$ cat config.mk
export PLATFORM = sky130hd
export DESIGN_NAME = spms_port
export DESIGN_NICKNAME = d
export VERILOG_FILES = /design/src/spms_pkg.sv /design/src/spms_rate_if.sv /design/src/spms_port.sv /design/src/spms_rate_gen.sv
export SDC_FILE = /design/constraint.sdc
export NUM_CORES = 1
export LEC_CHECK = 0
export BUFFER_PORTS_ARGS = -buffer_cell sky130_fd_sc_hd__buf_2
export CAP_MARGIN = 20
export CELL_PAD_IN_SITES_DETAIL_PLACEMENT = 1
export CELL_PAD_IN_SITES_GLOBAL_PLACEMENT = 2
export CORE_MARGIN = 5
export CORE_UTILIZATION = 31
export CTS_CLUSTER_DIAMETER = 40
export DETAILED_ROUTE_END_ITERATION = 10
export GPL_TIMING_DRIVEN = 0
export PLACE_DENSITY_LB_ADDON = 0.1
export SLEW_MARGIN = 0
export SYNTH_ARGS = -nofsm -noshare
export SYNTH_HDL_FRONTEND = slang
export SYNTH_HIERARCHICAL = 1
export SYNTH_SLANG_ARGS = --single-unit
$ cat constraint.sdc
create_clock -name pclk -period 2 [get_ports pclk]
set_clock_uncertainty 0.1 [all_clocks]
set_input_delay 0 -clock pclk [delete_from_list [all_inputs] [get_ports pclk]]
set_output_delay 0 -clock pclk [all_outputs]
set_load 0.05 [all_outputs]
$ cat src/spms_pkg.sv
// constants, register map and types of the serial master/slave port
package spms_pkg;

   // ----------------------------------------------------------------
   // register byte addresses
   // ----------------------------------------------------------------
   localparam int          ADDR_W       = 12;
   localparam logic [11:0] ADDR_DATA    = 12'hf60;
   localparam logic [11:0] ADDR_CTRL    = 12'hf64;
   localparam logic [11:0] ADDR_STAT    = 12'hf68;
   localparam logic [11:0] ADDR_MODE    = 12'hf6c;
   localparam logic [11:0] ADDR_RATE_HI = 12'hf70;
   localparam logic [11:0] ADDR_RATE_LO = 12'hf74;

   // ----------------------------------------------------------------
   // control register fields
   // ----------------------------------------------------------------
   localparam int CTRL_EN     = 0;
   localparam int CTRL_MASTER = 1;
   localparam int CTRL_PHASE  = 2;
   localparam int CTRL_CPOL   = 3;
   localparam int CTRL_TMR_EN = 4;
   localparam int CTRL_SSOUT  = 5;
   localparam int CTRL_W      = 6;

   // ----------------------------------------------------------------
   // status register fields
   // ----------------------------------------------------------------
   localparam int STAT_DONE = 0;
   localparam int STAT_COLL = 1;
   localparam int STAT_MODF = 2;
   localparam int STAT_TMR  = 3;
   localparam int STAT_BUSY = 4;

   // ----------------------------------------------------------------
   // widths and reset values
   // ----------------------------------------------------------------
   localparam int                 RATE_W     = 16;
   localparam int                 LEN_W      = 3;
   localparam logic [CTRL_W-1:0]  CTRL_RESET = 6'h00;
   localparam logic [LEN_W-1:0]   MODE_RESET = 3'h0;
   localparam logic [RATE_W-1:0]  RATE_RESET = 16'hffff;
   localparam logic [3:0]         FULL_CHAR  = 4'h8;

   typedef enum logic {MST_IDLE, MST_SHIFT} spms_mst_state_t;

   // bits per character; a zero length field means a full byte
   function automatic logic [3:0] spms_char_bits(input logic [LEN_W-1:0] len);
      spms_char_bits = (len == 3'h0) ? FULL_CHAR : {1'b0, len};
   endfunction : spms_char_bits

endpackage : spms_pkg

$ cat src/spms_rate_if.sv
// bundle between the port and its bit-rate generator
`timescale 1ns/1ns
interface spms_rate_if;
   logic                        run;
   logic [spms_pkg::RATE_W-1:0] reload;
   logic                        tick;

   modport gen  (input run, input reload, output tick);
   modport user (output run, output reload, input tick);
endinterface : spms_rate_if

$ cat src/spms_port.sv
// serial master/slave port with APB register access
//
// Function
// - full-duplex four-wire synchronous character channel
// - eight clock cycles exchange one byte
// - shift on one edge, sample opposite
// - select may stay low or rise between characters
// - sole master: select pin input or output
// - select input low while master sets mode fault
// - polarity sets clock idle level only
// - phase 0 edge and idle table
// - phase 1 edge and idle table
// - master presents bit half cycle early
// - timer enable with port disabled runs rate timer with interrupt
// - data read returns shift register
// - master write starts a character
// - slave write preloads shift register
// - write while busy ignored, sets write collision
// - short characters: send MSBs, receive LSBs
// - master drives clock, slave receives it
// - data pin directions follow role
//
// Register access over APB is this design's own decision.
`timescale 1ns/1ns
module spms_port (
   // clock and reset
   input  wire logic        pclk,
   input  wire logic        presetn,
   // apb slave
   input  wire logic        psel,
   input  wire logic        penable,
   input  wire logic        pwrite,
   input  wire logic [11:0] paddr,
   input  wire logic [31:0] pwdata,
   output logic      [31:0] prdata,
   output logic             pready,
   output logic             pslverr,
   // serial clock pin
   input  wire logic        sck_i,
   output logic             sck_o,
   output logic             sck_oen,
   // master-out data pin
   input  wire logic        mosi_i,
   output logic             mosi_o,
   output logic             mosi_oen,
   // master-in data pin
   input  wire logic        miso_i,
   output logic             miso_o,
   output logic             miso_oen,
   // slave select pin, active low
   input  wire logic        ss_n_i,
   output logic             ss_n_o,
   output logic             ss_n_oen,
   // rate timer request
   output logic             rate_timer_irq
);

   // ----------------------------------------------------------------
   // registers and state
   // ----------------------------------------------------------------
   logic [spms_pkg::CTRL_W-1:0] ctrl_reg;
   logic [spms_pkg::LEN_W-1:0]  char_length_field;
   logic [spms_pkg::RATE_W-1:0] rate_reg;
   logic [7:0]                  serial_shift_data;
   logic                        cap_reg;
   logic [4:0]                  edge_cnt_reg;
   logic                        sck_reg;
   logic                        done_reg;
   logic                        write_collision_flag;
   logic                        modf_reg;
   logic                        tmr_reg;
   spms_pkg::spms_mst_state_t   mst_state_reg;
   logic [3:0]                  sync1_reg;
   logic [3:0]                  sync2_reg;
   logic                        sck_prev_reg;

   spms_rate_if rif ();

   spms_rate_gen #(.W(spms_pkg::RATE_W)) u_rate (
      .pclk    (pclk),
      .presetn (presetn),
      .rif     (rif.gen)
   );

   // ----------------------------------------------------------------
   // decoded controls
   // ----------------------------------------------------------------
   logic       serial_port_enable_bit;
   logic       is_master;
   logic       phase;
   logic       clock_idle_level_select;
   logic       rate_timer_irq_enable;
   logic       ss_as_output;
   logic       sck_s;
   logic       mosi_s;
   logic       miso_s;
   logic       ss_n_s;
   logic       slave_sel;
   logic       busy;
   logic       lead;
   logic       trail;
   logic       last;
   logic       rx_bit;
   logic       apb_wr;
   logic       wr_data;
   logic       start;
   logic       modf_set;
   logic [4:0] last_edge;

   assign serial_port_enable_bit  = ctrl_reg[spms_pkg::CTRL_EN];
   assign is_master               = ctrl_reg[spms_pkg::CTRL_MASTER];
   assign phase                   = ctrl_reg[spms_pkg::CTRL_PHASE];
   assign clock_idle_level_select = ctrl_reg[spms_pkg::CTRL_CPOL];
   assign rate_timer_irq_enable   = ctrl_reg[spms_pkg::CTRL_TMR_EN];
   assign ss_as_output            = ctrl_reg[spms_pkg::CTRL_SSOUT];

   assign {sck_s, mosi_s, miso_s, ss_n_s} = sync2_reg;

   // ----------------------------------------------------------------
   // pin synchronisers
   // ----------------------------------------------------------------
   always_ff @(posedge pclk or negedge presetn) begin
      if (!presetn) begin
         sync1_reg    <= 4'hf;
         sync2_reg    <= 4'hf;
         sck_prev_reg <= 1'b1;
      end else begin
         sync1_reg    <= {sck_i, mosi_i, miso_i, ss_n_i};
         sync2_reg    <= sync1_reg;
         sck_prev_reg <= sync2_reg[3];
      end
   end

   // ----------------------------------------------------------------
   // edge generation for both roles
   // ----------------------------------------------------------------
   assign slave_sel = serial_port_enable_bit && !is_master && !ss_n_s;
   assign busy      = (mst_state_reg == spms_pkg::MST_SHIFT) || (edge_cnt_reg != 5'h00);
   assign last_edge = 5'({spms_pkg::spms_char_bits(char_length_field), 1'b0} - 5'h01);
   assign rx_bit    = is_master ? miso_s : mosi_s;

   // leading edge leaves the idle level, trailing edge returns to it
   always_comb begin
      lead  = 1'b0;
      trail = 1'b0;
      if (mst_state_reg == spms_pkg::MST_SHIFT) begin
         lead  = rif.tick && (sck_reg == clock_idle_level_select);
         trail = rif.tick && (sck_reg != clock_idle_level_select);
      end else if (slave_sel && (sck_s != sck_prev_reg)) begin
         lead  = (sck_prev_reg == clock_idle_level_select);
         trail = (sck_prev_reg != clock_idle_level_select);
      end
   end

   assign last     = trail && (edge_cnt_reg == last_edge);
   assign apb_wr   = psel && penable && pwrite;
   assign wr_data  = apb_wr && (paddr == spms_pkg::ADDR_DATA);
   assign start    = wr_data && !busy && serial_port_enable_bit && is_master;
   assign modf_set = serial_port_enable_bit && is_master && !ss_as_output
                     && !ss_n_s;

   // ----------------------------------------------------------------
   // edge counter
   // ----------------------------------------------------------------
   // select rising mid-character throws the partial character away
   always_ff @(posedge pclk or negedge presetn) begin
      if (!presetn) begin
         edge_cnt_reg <= 5'h00;
      end else if (!serial_port_enable_bit || modf_set
                   || (!is_master && ss_n_s)) begin
         edge_cnt_reg <= 5'h00;
      end else if (lead || trail) begin
         edge_cnt_reg <= last ? 5'h00 : edge_cnt_reg + 5'h01;
      end
   end

   // ----------------------------------------------------------------
   // master sequencer and serial clock
   // ----------------------------------------------------------------
   always_ff @(posedge pclk or negedge presetn) begin
      if (!presetn) begin
         mst_state_reg <= spms_pkg::MST_IDLE;
      end else begin
         case (mst_state_reg)
            spms_pkg::MST_IDLE: begin
               if (start) begin
                  mst_state_reg <= spms_pkg::MST_SHIFT;
               end
            end
            spms_pkg::MST_SHIFT: begin
               if (last || modf_set || !serial_port_enable_bit || !is_master) begin
                  mst_state_reg <= spms_pkg::MST_IDLE;
               end
            end
            default: begin
               mst_state_reg <= spms_pkg::MST_IDLE;
            end
         endcase
      end
   end

   always_ff @(posedge pclk or negedge presetn) begin
      if (!presetn) begin
         sck_reg <= 1'b0;
      end else if (mst_state_reg != spms_pkg::MST_SHIFT) begin
         sck_reg <= clock_idle_level_select;
      end else if (rif.tick) begin
         sck_reg <= ~sck_reg;
      end
   end

   // generator serves the clock while shifting, the timer function while the port is disabled
   assign rif.run    = (mst_state_reg == spms_pkg::MST_SHIFT)
                       || (!serial_port_enable_bit && rate_timer_irq_enable);
   assign rif.reload = rate_reg;

   // ----------------------------------------------------------------
   // shift register
   // ----------------------------------------------------------------
   // the outgoing bit is always bit 7, so short characters go out from
   // the top and incoming bits pile up from bit 0
   always_ff @(posedge pclk or negedge presetn) begin
      if (!presetn) begin
         serial_shift_data <= 8'h00;
         cap_reg           <= 1'b0;
      end else if (wr_data && !busy) begin
         serial_shift_data <= pwdata[7:0];
      end else if (lead) begin
         if (!phase) begin
            cap_reg <= rx_bit;
         end else if (edge_cnt_reg != 5'h00) begin
            serial_shift_data <= {serial_shift_data[6:0], cap_reg};
         end
      end else if (trail) begin
         if (!phase) begin
            serial_shift_data <= {serial_shift_data[6:0], cap_reg};
         end else begin
            cap_reg <= rx_bit;
            if (last) begin
               serial_shift_data <= {serial_shift_data[6:0], rx_bit};
            end
         end
      end
   end

   // ----------------------------------------------------------------
   // registers written by software
   // ----------------------------------------------------------------
   always_ff @(posedge pclk or negedge presetn) begin
      if (!presetn) begin
         ctrl_reg          <= spms_pkg::CTRL_RESET;
         char_length_field <= spms_pkg::MODE_RESET;
         rate_reg          <= spms_pkg::RATE_RESET;
      end else if (apb_wr) begin
         if (paddr == spms_pkg::ADDR_CTRL) begin
            ctrl_reg <= pwdata[spms_pkg::CTRL_W-1:0];
         end else if (paddr == spms_pkg::ADDR_MODE) begin
            char_length_field <= pwdata[spms_pkg::LEN_W-1:0];
         end else if (paddr == spms_pkg::ADDR_RATE_HI) begin
            rate_reg[15:8] <= pwdata[7:0];
         end else if (paddr == spms_pkg::ADDR_RATE_LO) begin
            rate_reg[7:0] <= pwdata[7:0];
         end
      end
   end

   // ----------------------------------------------------------------
   // sticky status flags, write one to clear, a new event wins
   // ----------------------------------------------------------------
   logic [4:0] clr;
   assign clr = (apb_wr && (paddr == spms_pkg::ADDR_STAT)) ? pwdata[4:0] : 5'h00;

   always_ff @(posedge pclk or negedge presetn) begin
      if (!presetn) begin
         done_reg             <= 1'b0;
         write_collision_flag <= 1'b0;
         modf_reg             <= 1'b0;
         tmr_reg              <= 1'b0;
      end else begin
         if (last) begin
            done_reg <= 1'b1;
         end else if (clr[spms_pkg::STAT_DONE]) begin
            done_reg <= 1'b0;
         end
         if (wr_data && busy) begin
            write_collision_flag <= 1'b1;
         end else if (clr[spms_pkg::STAT_COLL]) begin
            write_collision_flag <= 1'b0;
         end
         if (modf_set) begin
            modf_reg <= 1'b1;
         end else if (clr[spms_pkg::STAT_MODF]) begin
            modf_reg <= 1'b0;
         end
         if (rif.tick && !serial_port_enable_bit && rate_timer_irq_enable) begin
            tmr_reg <= 1'b1;
         end else if (clr[spms_pkg::STAT_TMR]) begin
            tmr_reg <= 1'b0;
         end
      end
   end

   assign rate_timer_irq = tmr_reg && rate_timer_irq_enable;

   // ----------------------------------------------------------------
   // apb read path: captured in the setup cycle, zero wait states
   // ----------------------------------------------------------------
   logic [31:0] rd_val;
   logic        addr_ok;

   always_comb begin
      rd_val  = 32'h0000_0000;
      addr_ok = 1'b1;
      if (paddr == spms_pkg::ADDR_DATA) begin
         rd_val[7:0] = serial_shift_data;
      end else if (paddr == spms_pkg::ADDR_CTRL) begin
         rd_val[spms_pkg::CTRL_W-1:0] = ctrl_reg;
      end else if (paddr == spms_pkg::ADDR_STAT) begin
         rd_val[4:0] = {busy, tmr_reg, modf_reg, write_collision_flag, done_reg};
      end else if (paddr == spms_pkg::ADDR_MODE) begin
         rd_val[spms_pkg::LEN_W-1:0] = char_length_field;
      end else if (paddr == spms_pkg::ADDR_RATE_HI) begin
         rd_val[7:0] = rate_reg[15:8];
      end else if (paddr == spms_pkg::ADDR_RATE_LO) begin
         rd_val[7:0] = rate_reg[7:0];
      end else begin
         addr_ok = 1'b0;
      end
   end

   always_ff @(posedge pclk or negedge presetn) begin
      if (!presetn) begin
         prdata <= 32'h0000_0000;
      end else if (psel && !penable && !pwrite) begin
         prdata <= rd_val;
      end
   end

   assign pready  = 1'b1;
   assign pslverr = psel && penable && !addr_ok;

   // ----------------------------------------------------------------
   // pin drive, enables low while driving
   // ----------------------------------------------------------------
   assign sck_o    = sck_reg;
   assign sck_oen  = !(serial_port_enable_bit && is_master);
   assign mosi_o   = serial_shift_data[7];
   assign mosi_oen = !(serial_port_enable_bit && is_master);
   assign miso_o   = serial_shift_data[7];
   assign miso_oen = !slave_sel;
   assign ss_n_o   = (mst_state_reg != spms_pkg::MST_SHIFT);
   assign ss_n_oen = !(serial_port_enable_bit && is_master && ss_as_output);

endmodule : spms_port

$ cat src/spms_rate_gen.sv
// reloading down-counter that paces the serial clock or acts as a timer
`timescale 1ns/1ns
module spms_rate_gen #(
   parameter int W = spms_pkg::RATE_W
) (
   // clock and reset
   input  wire logic pclk,
   input  wire logic presetn,
   // control and tick
   spms_rate_if.gen  rif
);

   logic [W-1:0] cnt_reg;

   if (W < 2 || W > spms_pkg::RATE_W) begin : g_bad_width
      $error("spms_rate_gen: unsupported counter width");
   end

   // ----------------------------------------------------------------
   // counter: a reload of zero behaves as one
   // ----------------------------------------------------------------
   always_ff @(posedge pclk or negedge presetn) begin
      if (!presetn) begin
         cnt_reg  <= '0;
         rif.tick <= 1'b0;
      end else if (!rif.run) begin
         cnt_reg  <= rif.reload[W-1:0];
         rif.tick <= 1'b0;
      end else if (cnt_reg <= W'(1)) begin
         cnt_reg  <= rif.reload[W-1:0];
         rif.tick <= 1'b1;
      end else begin
         cnt_reg  <= cnt_reg - W'(1);
         rif.tick <= 1'b0;
      end
   end

endmodule : spms_rate_gen

==> results of run 1 <==
==> worst max-delay path, stage by stage, from the launching register on <==
cell,delay (ns)
dfstp_2,0.57
xor2_2,0.09
a32oi_2,0.28
inv_2,0.09
ha_2,0.17
a211o_1,0.22
a21o_1,0.17
buf_6,0.15
mux2i_1,0.16
a21oi_1,0.08
==> per-stage QoR <==
stage               setup TNS, ns  cell area (um2)
floorplan                  -0.425             4410
global placement            -4.09             4860
detailed placement          -5.35             4890
CTS                         -1.49             5520
global route                -3.15             5830
finish                      -1.46             5830
==> where the power goes <==
part | total, mW | switching, mW | internal (mW)
combinational | 0.490 | 0.296 | 0.194
clock | 1.92 | 0.733 | 1.19
sequential | 1.68 | 0.0319 | 1.65
total | 4.09 | 1.06 | 3.03
==> cell families (layout without fill, tap and decap cells) <==
family | after synthesis | after routing | synth area share
AOI/OAI and AO/OA | 84 | 84 | 0.125
xor gates and xnor gates | 23 | 23 | 0.0468
adders and majority gates | 7 | 7 | 0.0203
buffers and inverters | 56 | 162 | 0.0799
DFF | 79 | 79 | 0.466
muxes | 36 | 36 | 0.0971
other | 2 | 25 | 0.00174
and+or+nand+nor | 124 | 124 | 0.162
==> cells in the final DEF (no fill, tap or decap), types with 10 or more instances in the layout <==
| master | synthesis | final |
|---|---|---|
| a21oi_1 | 24 | 21 |
| o21ai_0 | 22 | 11 |
| buf_4 | 31 | 53 |
| nand2_1 | 41 | 33 |
| dfrtp_1 | 54 | 48 |
| buf_2 | 5 | 47 |
| dlygate4sd3_1 | 0 | 16 |
| o21ai_1 | 6 | 10 |
| conb_1 | 2 | 25 |
| mux2i_1 | 11 | 11 |
| mux2_1 | 18 | 17 |
| dfstp_2 | 25 | 25 |
| nor2_1 | 24 | 23 |
| clkbuf_16 | 0 | 10 |
| xnor2_1 | 15 | 12 |
==> synthesized netlist by cell type (3+ instances only) <==
cell	n
mux2_4	4
mux2_1	18
nand4_1	4
nand3_1	6
buf_2	5
ha_1	7
nor2b_1	5
dfstp_2	25
a21oi_1	24
buf_4	31
nand2_1	41
inv_1	12
nor3_1	9
and2_1	5
a32oi_1	3
nor2_1	24
nand2b_1	6
o31ai_1	4
clkbuf_1	6
mux2i_1	11
o221ai_1	3
o21ai_1	6
nor4_1	3
dfrtp_1	54
o21a_1	3
o21ai_0	22
xor2_1	8
a21o_1	4
xnor2_1	15
==> timing repair <==
item                                    CTS  global route
endpoints found under the setup margin   28            36
setup buffers                             8            19
cloned                                    0             3
pin swaps                                13            23
resized for setup                        16            58
endpoints found under the hold margin   111             0
hold buffers                             16             0
==> layout make-up <==
type                            count  area (um2)  share of cell area
Buffer                             42         312              0.0535
Clock buffer                       10         250              0.0430
Tap cell                          180         225              0.0387
Timing Repair Buffer               91         661               0.113
Sequential cell                    79        2020               0.346
Clock inverter                      6        98.8              0.0170
Multi-Input combinational cell    299        2210               0.380
Inverter                           13        48.8             0.00838
==> routing by layer <==
metal	routed length [um]	part of all wire
met5	0	0
met4	136	0.011
met1	5780	0.47
met3	431	0.035
met2	5950	0.48
==> final timing paths <==
check | startpoint | to | depth (start not counted) | slack (ns)
worst max-delay path | sck_prev_reg | serial_shift_data[3] | 9 | -0.21
worst min-delay path | presetn | edge_cnt_reg[1] | 2 | 0.03
worst max register to register | sck_prev_reg | serial_shift_data[3] | 9 | -0.21
worst min register to register | sync1_reg[3] | sync2_reg[3] | 0 | 0.26
max in group asynchronous | presetn | rate_reg[7] | 3 | 1.11
min in group pclk | psel | prdata[5] | 4 | 0.05
==> metrics.md, run 1 <==
| Metric | Value |
|---|---|
| Routed len/inst | `17.1 um` |
| #FFs+latches synth | `79` |
| Post-synthesis cell type count | `61` |
| DRC | `0` |
| GRT Total Usage | `0.155` |
| Worst vdd ir | `0.396 mV` |
| Async SR Flop Fraction | `1.00` |
| Number of buffers created by CTS | `9` |
| Place WS | `-0.405 ns` |
| Failing checks | `negative setup slack` |
| Worst-path clk slew | `0.07 ns` |
| Initial antenna violation count | `0` |
| Post-route antenna net violation count | `0` |
| Largest net degree at the start of global routing | `53` |
| Global-route wire length before repair | `19700 um` |
| Synthesized instance count | `411` |
| DP HPWL | `8930 um` |
| Core Util, Final | `0.423` |
| Die Span Y | `128 um` |
| DRT Wirelength | `12300 um` |
| Diodes inserted | `0` |
| Die Wd | `128 um` |
| Placed Cells incl. Taps | `660` |
| Row cnt | `43` |
| Layout cells sized above 1 | `0.404` |
| Core area | `13800 um2` |
| Area Growth Syn to Fin | `35.3%` |
| Area contributors post-synth | `dfrtp_1, dfstp_2, buf_4` |
| Initial Utilization | `0.313` |
| CTS Buffer Depth | `2` |
| Post-synth top area cell | `dfrtp_1` |
| I/O pin count | `96` |
| Status | `complete, but fails checks` |
| Worst-Skew Late Latency | `0.35 ns` |
| Detailed Route Iter0 Violations | `96` |
| Final Cycle Share | `1.10` |
| Root Driver | `clkbuf_16` |
| Unrepaired setup endpoints after global routing | `yes` |
| CTS tree | `done` |
| Seq/Total Area, Yosys | `0.466` |
| Share of the synthesized area in the top cell type | `0.314` |
| Final-report setup violation count | `9` |
| Via/cell ratio | `4.67` |
| Final GP Congestion | `0.768` |
| Met1 usage | `0.216` |
| Fillers | `1555` |
| Critical path endpoint category | `flop` |
| Avg Cell Area, Syn | `10.5 um2` |
| Final Hold Vio Count | `0` |
| HP Class | `primary input to async pin` |
| Req. time, crit path | `2.12 ns` |
| Routed via count | `3364` |
| Crit Path Class | `flop to flop` |
| Max-slew violation total from the final report | `0` |
| Final global-route overflow total | `0` |
| Worst hold margin | `0.0346 ns` |
| Port-buffer cells | `45` |
| Worst endpoint data arrival time | `2.33 ns` |
| Max-cap violations | `0` |
| GR peak layer | `met2` |
| Leakage dissipation | `2.71 nW` |
| Crit path max fanout | `8` |
| Htree depth | `3` |
| Tot Pwr | `4.09 mW` |
| Measured slew at the worst slew-check pin | `0.698 ns` |
| Max-Slew Margin vs Limit | `0.533` |
| Met3 GRT Util | `0.0354` |
| CTS Sinks | `79` |
| Fin worst setup slack | `-0.206 ns` |
| Syn. warnings | `6` |
| Pwr dens | `703 nW/um2` |
| Die area | `16300 um2` |
| Post-route minimum period | `2.21 ns` |
| Crit path launch type | `flop` |
| Layout Cells excl Fill | `720` |
| TritonRoute pass-1 iters | `4` |
| Synthesized area | `4310 um2` |
| Vias in the first global route | `3533` |
| Final #Nets | `595` |
| Synth Flop Type | `dfrtp_1` |
| Post-synth EDFFs | `0` |
| Max Clk Rate | `0.453 GHz` |
| M2 GR Usage | `0.246` |
No activity file was read; power rests on OpenSTA's default activity.
==> run 2, diff against run 1 <==
- CORE_ASPECT_RATIO: unset -> 0.8
- PLACE_DENSITY: unset -> 0.86
- PLACE_DENSITY_LB_ADDON: 0.1 -> unset
- RECOVER_POWER: unset -> 100
==> run 2 against run 1 <==
Net effect:
- the flow still finishes with violations (negative setup slack)
- register-to-register slack improved by 0.04 ns
- global-route usage fell by 0.71 points
- clock power fell by 9.9%
- maximum frequency rose by 1.9%
- non-clock buffer count fell by 8
- sequential cell count did not move
- largest cell class unchanged
- largest power group unchanged
==> metrics.md, run 2 (synthesis results as in run 1) <==
| Metric | Value |
|---|---|
| CTS Sinks | `79 (unchanged)` |
| Met3 GRT Util | `0.0420 (+0.00658)` |
| Worst-path clk slew | `0.06 ns (about the same)` |
| Row cnt | `38 (-12%)` |
| HP Class | `primary input to flop` |
| Status | `complete, but fails checks` |
| Worst hold margin | `0.0850 ns (+0.0504 ns)` |
| Met1 usage | `0.206 (-0.0101)` |
| Htree depth | `3 (unchanged)` |
| Leakage dissipation | `2.56 nW (-5.4%)` |
| Die Wd | `142 um (+11%)` |
| Final Cycle Share | `1.08 (-0.0208)` |
| CP Capture Point | `serial_shift_data[6]` |
| Crit path max fanout | `8 (unchanged)` |
| P_int | `2.91 mW (-4.1%)` |
| Worst endpoint data arrival time | `2.29 ns (-0.04 ns)` |
| GRT Total Usage | `0.148 (-0.00715)` |
| Max-Slew Margin vs Limit | `0.499 (-0.0343)` |
| Layout cells sized above 1 | `0.305 (-0.0992)` |
| M2 GR Usage | `0.231 (-0.0150)` |
| Post-route minimum period | `2.16 ns (-0.0417 ns)` |
| Req. time, crit path | `2.12 ns (about the same)` |
| Worst vdd ir | `0.375 mV (-5.3%)` |
| Final Instance Area | `5560 um2 (-4.5%)` |
| Crit path launch type | `flop` |
| Routed via count | `3438 (+2.2%)` |
| GR peak layer | `met2` |
| Final global-route overflow total | `0 (unchanged)` |
| Max-slew violation total from the final report | `0 (unchanged)` |
| Place WS | `-0.555 ns (-0.151 ns)` |
| Post-Place Cell Area | `4890 um2 (unchanged)` |
| Via/cell ratio | `4.83 (+3.3%)` |
| Worst-Skew Late Latency | `0.34 ns (about the same)` |
| TritonRoute pass-1 iters | `4 (unchanged)` |
| Final GP Congestion | `0.891 (+16%)` |
| Most common cell after layout, fill and taps aside | `dfrtp_1` |
| DRC | `0 (unchanged)` |
| Measured slew at the worst slew-check pin | `0.750 ns (+0.0514 ns)` |
| Failing checks | `negative setup slack` |
| DRT Wirelength | `12100 um (-1.3%)` |
| I/O pin count | `96 (unchanged)` |
| Final-report setup violation count | `30 (+21)` |
| Crit-path cells | `xor2_2, a32oi_2, inv_2, ha_2, a211o_1, a21o_1, buf_6, mux2i_1, a21oi_1` |
| Worst Setup SP | `sck_prev_reg` |
| Initial antenna violation count | `0 (unchanged)` |
| Most frequent cells in the layout | `dfrtp_1, buf_4, nand2_1` |
| Final Hold Vio Count | `0 (unchanged)` |
| Die Span Y | `115 um (-9.7%)` |
| Critical R2R Capture | `serial_shift_data[6]` |
| Root Driver | `clkbuf_16` |
| Pwr dens | `701 nW/um2 (-0.33%)` |
| Reg power frac | `0.432 (+0.021)` |
| Cells on worst reg2reg path | `9 (unchanged)` |
| Critical path endpoint category | `flop` |
| Max-cap violations | `0 (unchanged)` |
| Diodes inserted | `0 (unchanged)` |
| Area Growth Syn to Fin | `29.2%` |
| CTS Buffer Depth | `2 (unchanged)` |
| Combinational share of power | `0.125 (+0.005)` |
| Reg2Reg Setup Slack | `-0.16 ns (+0.04 ns)` |
| Max Clk Rate | `0.462 GHz (+1.9%)` |
| Reg-to-Reg Start | `sck_prev_reg` |
| Detailed Route Iter0 Violations | `176 (+83%)` |
| Sw Share | `0.253 (-0.00573)` |
| Final #Nets | `587 (-1.3%)` |
| Placed Cells incl. Taps | `660 (unchanged)` |
| Global-route wire length before repair | `18800 um (-4.5%)` |
| Number of buffers created by CTS | `9 (unchanged)` |
| Core Util, Final | `0.409 (-0.0138)` |
| Slowest CP cell | `dfstp_2` |
| Core area | `13600 um2 (-1.3%)` |
| Unrepaired setup endpoints after global routing | `yes` |
| Sw power | `0.988 mW (-6.9%)` |
| Die area | `16400 um2 (about the same)` |
| Fin worst setup slack | `-0.164 ns (+0.0417 ns)` |
| Initial Utilization | `0.317 (+0.00403)` |
| CTS tree | `done` |
| Post-route antenna net violation count | `0 (unchanged)` |
| Clock share of power | `0.443 (-0.026)` |
| Vias in the first global route | `3522 (-0.31%)` |
| Port-buffer cells | `45 (unchanged)` |
| Largest net degree at the start of global routing | `61 (+15%)` |
| Routed len/inst | `17.0 um (-0.16%)` |
| Max incr delay on CP | `0.56 ns (about the same)` |
| Layout Cells excl Fill | `712 (-1.1%)` |
| DP HPWL | `8920 um (about the same)` |
| Crit Path Class | `flop to flop` |
run 2: how the worst min path moves through the flow:
stage                         from  cells past startpoint  slack (ns)      endpoint
after floorplan            presetn                      0       -0.40       cap_reg
after global placement      ss_n_i                      1       0.008  sync1_reg[0]
final                         psel                      4        0.08     prdata[5]
after detailed placement   presetn                      1       -0.19     prdata[6]
after global routing      paddr[1]                      4        0.11     prdata[6]
after CTS                     psel                      4        0.07     prdata[5]
run 2: metrics by stage:
step	power (mW)	setup TNS [ns]
2_1_floorplan	1.99	-0.425
3_3_place_gp	2.12	-3.12
3_5_place_dp	2.14	-5.18
4_1_cts	3.92	-1.23
5_1_grt	4.06	-7.86
6_report	3.90	-2.99
run 2: power by group through the flow:
stage | clock network (mW) | registers, mW | logic, mW
2_1_floorplan | 0 | 1.71 | 0.281
3_3_place_gp | 0 | 1.71 | 0.411
3_5_place_dp | 0 | 1.71 | 0.426
4_1_cts | 1.77 | 1.68 | 0.465
5_1_grt | 1.85 | 1.69 | 0.528
6_report | 1.73 | 1.68 | 0.488
run 2: metal layers:
metal | up-vias | share of wire
met2 | 83 | 0.47
met3 | 10 | 0.049
met4 | 0 | 0.014
met5 | - | 0
li1 | 1623 | -
met1 | 1722 | 0.47
run 2: timing repair:
item,in CTS,in global routing
gates cloned,0,2
pin swaps,3,13
gates resized for setup,10,22
hold endpoints to repair,102,0
hold buffers,18,0
endpoints found under the setup margin,28,59
setup buffers,3,13
run 2: critical path, delay by kind of cell, from the launching register on:
family,cells,cell delay (ns)
fa+ha+maj,1,0.16
buf+inv,2,0.21
xor+xnor,1,0.09
compound gates,4,0.75
flops,1,0.56
mux,1,0.16
run 2: layout make-up:
class / count / area, um2
clock inverters: 3 / 47.5
repair buffers: 82 / 527
plain buffers: 43 / 318
well taps: 180 / 225
multi-input cells: 299 / 2120
inverters: 13 / 48.8
clock buffers: 13 / 270
fillers: 1573 / 8030
flip-flops and latches: 79 / 2010
==> run 3, diff against run 2 <==
- SKIP_CTS_REPAIR_TIMING: unset -> 1
- SYNTH_HIERARCHICAL: 1 -> unset
==> run 3 against run 2 <==
Net effect:
- the flow still finishes with violations (negative setup slack)
- via count up 13%
- sequential share of layout area down 2.7 points
- cell count up 8.7%
- cell area up 8.0%
- synthesized cell count up 12%
- critical endpoint is now serial_shift_data[2]
==> metrics.md, run 3 <==
| Metric | Value |
|---|---|
| Status | `complete, but fails checks` |
| Failing checks | `negative setup slack` |
| Fin worst setup slack | `-0.512 ns (-0.348 ns)` |
| Vias in the first global route | `3960 (+12%)` |
| Complex-gate fraction of the synthesized area | `0.137 (+0.0113)` |
| Port-buffer cells | `46 (+2.2%)` |
| Pwr dens | `623 nW/um2 (-11%)` |
| Initial Utilization | `0.317 (+0.000756)` |
| Crit Path Class | `flop to flop` |
| Routed via count | `3896 (+13%)` |
| Synthesized area | `4550 um2 (+5.8%)` |
| Area contributors post-synth | `dfrtp_1, dfstp_2, mux2_2` |
| Post-route antenna net violation count | `0 (unchanged)` |
| Avg Cell Area, Syn | `9.88 um2 (-5.7%)` |
| Core area | `14300 um2 (+5.5%)` |
| DRC | `0 (unchanged)` |
| Final global-route overflow total | `0 (unchanged)` |
| Syn. warnings | `0 (-6)` |
| Max incr delay on CP | `0.58 ns (+0.02 ns)` |
| CTS Buffer Depth | `2 (unchanged)` |
| Share of the synthesized area in the top cell type | `0.297 (-0.0171)` |
| Worst vdd ir | `0.376 mV (+0.19%)` |
| Final Hold Vio Count | `0 (unchanged)` |
| Multi-input gate area | `2480 um2 (+17%)` |
| Area Growth Syn to Fin | `32.0%` |
| Layout cells sized above 1 | `0.358 (+0.0531)` |
| I/O pin count | `96 (unchanged)` |
| Min-Delay Startpoint | `paddr[3]` |
| CTS Sinks | `79 (unchanged)` |
| Worst-Skew Late Latency | `0.35 ns (about the same)` |
| Seq/Total Area, Yosys | `0.441 (-0.0254)` |
| Final-report setup violation count | `22 (-27%)` |
| Cells on worst reg2reg path | `9 (unchanged)` |
| Measured slew at the worst slew-check pin | `1.15 ns (+0.400 ns)` |
| Hold Path Cell Cnt | `4 (unchanged)` |
| Placed Cells incl. Taps | `715 (+8.3%)` |
| Async SR Flop Fraction | `1.00 (unchanged)` |
| Crit path launch type | `flop` |
| DP HPWL | `10100 um (+13%)` |
| Largest family of logic cells by synthesized area | `simple AND/OR/NAND/NOR gates` |
| Row cnt | `39 (+2.6%)` |
| Layout Cells excl Fill | `774 (+8.7%)` |
| Final Cycle Share | `1.26 (+0.174)` |
| Reg-to-Reg Start | `sync2_reg[0]` |
| Htree depth | `3 (unchanged)` |
| Req. time, crit path | `2.13 ns (about the same)` |
| Worst endpoint data arrival time | `2.64 ns (+0.35 ns)` |
| Die area | `17200 um2 (+5.3%)` |
| Slowest CP cell | `dfstp_2` |
| Unrepaired setup endpoints after global routing | `yes` |
| HP Class | `primary input to flop` |
| Diodes inserted | `0 (unchanged)` |
| Worst hold margin | `0.00629 ns (-0.0787 ns)` |
| GRT Total Usage | `0.159 (+0.0109)` |
| TritonRoute pass-1 iters | `4 (unchanged)` |
| CTS tree | `done` |
| Worst Path Buf+Inv | `3 (+1)` |
| Most frequent cells in the layout | `buf_4, dfrtp_1, nand2_1` |
| Leakage dissipation | `2.64 nW (+3.0%)` |
| Most numerous cell types in the synthesized netlist | `dfrtp_1, nand2_1, nor2_1` |
| Number of buffers created by CTS | `9 (unchanged)` |
| Synth Flop Type | `dfrtp_1` |
| Die Wd | `145 um (+2.6%)` |
| Max-cap violations | `0 (unchanged)` |
| Final Instance Area | `6010 um2 (+8.0%)` |
| Critical path endpoint category | `flop` |
| Die Span Y | `118 um (+2.6%)` |
| Adder-Cell Fraction of Synth Area | `0.0220 (+0.00164)` |
| Area share of and/or/nand/nor cells after synthesis | `0.184 (+0.0214)` |
| Most common cell after layout, fill and taps aside | `buf_4` |
| DRT Wirelength | `14300 um (+18%)` |
| Final #Nets | `646 (+10%)` |
| Synthesized instance count | `461 (+12%)` |
| Post-Place Cell Area | `5200 um2 (+6.4%)` |
| Post-synth top area cell | `dfrtp_1` |
| Delay-heaviest family, CP | `compound AO/OA/AOI/OAI gates` |
| CP Depth | `9 (unchanged)` |
| Post-route minimum period | `2.51 ns (+0.348 ns)` |
| Worst-path clk slew | `0.06 ns (about the same)` |
| Most frequent cell after synthesis | `dfrtp_1` |
| Post-synthesis xor/xnor area fraction | `0.0346 (-0.0122)` |
| Most used cell, CP | `buf_4` |
| #FFs+latches synth | `79 (unchanged)` |
| Initial antenna violation count | `0 (unchanged)` |
| Worst Setup SP | `sync2_reg[0]` |
| Routed len/inst | `18.5 um (+8.6%)` |
| Global-route wire length before repair | `22000 um (+17%)` |
| Crit-path cells | `nor4b_4, buf_4, a32oi_4, inv_2, ha_4, a211oi_4, buf_4, nand4_4, o221a_2` |
| Max-slew violation total from the final report | `0 (unchanged)` |
| Final GP Congestion | `0.818 (-8.2%)` |
| Max Clk Rate | `0.398 GHz (-14%)` |
| Post-synthesis mux area share | `0.105 (+0.00791)` |
| Detailed Route Iter0 Violations | `194 (+10%)` |
| Post-synth EDFFs | `0 (unchanged)` |
| Crit path max fanout | `7 (-1)` |
| Root Driver | `clkbuf_16` |
| Largest net degree at the start of global routing | `66 (+8.2%)` |
| Post-synthesis cell type count | `66 (+8.2%)` |
| Via/cell ratio | `5.03 (+4.2%)` |
| Storage cell area | `2010 um2 (about the same)` |
| Max-Slew Margin vs Limit | `0.226 (-0.273)` |
| Fillers | `1654 (+5.1%)` |
[run 3: final timing paths]
path	to	slack, ns
hold / removal	prdata[6]	0.006
min in group asynchronous	sync2_reg[2]	0.40
max in group asynchronous	ctrl_reg[0]	0.34
setup reg to reg	serial_shift_data[2]	-0.51
hold reg to reg	sync2_reg[0]	0.26
setup / recovery	serial_shift_data[2]	-0.51
[run 3: area by class of cell]
cell class,instances,area share
inverters,16,0.0100
multi-input cells,343,0.413
well taps,184,0.0383
clock inverters,4,0.0117
plain buffers,44,0.0510
flip-flops and latches,79,0.335
repair buffers,92,0.100
clock buffers,12,0.0410
[run 3: kinds of logic after synthesis]
kind of cell,after synthesis
simple gates,160
compound gates,90
flops,79
buf+inv,62
mux,42
xor+xnor,18
fa+ha+maj,8
other cells,2
[run 3: worst min-delay path, stage by stage]
cell,delay [ns]
buf_2,0.12
nor4_1,0.11
nand2_1,0.10
o21ai_0,0.07
[run 3: layer usage]
| metal | global-route usage | part of all wire | wire (um) |
|---|---|---|---|
| met1 | 0.229 | 0.47 | 6690 |
| met2 | 0.241 | 0.47 | 6790 |
| met3 | 0.0356 | 0.045 | 651 |
| met4 | 0.0455 | 0.014 | 197 |
| met5 | 0 | 0 | 0 |
[run 3: stage by stage]
step           utilization  worst slack, ns  setup TNS (ns)  power [mW]
2_1_floorplan            -           -0.317           -2.50        1.86
3_3_place_gp         0.360           -0.657          -13.08        1.95
3_5_place_dp         0.362           -0.719          -14.78        1.97
4_1_cts              0.385           -0.740          -12.79        3.75
5_1_grt              0.419           -0.613           -9.31        3.89
6_report             0.419           -0.512           -6.24        3.75
[run 3: power breakdown]
part	leakage (nW)	internal, mW	switching (mW)	total (mW)
sequential	0.955	1.62	0.00954	1.63
combinational	1.53	0.104	0.231	0.335
clock	0.157	1.12	0.658	1.78
total	2.64	2.85	0.898	3.75
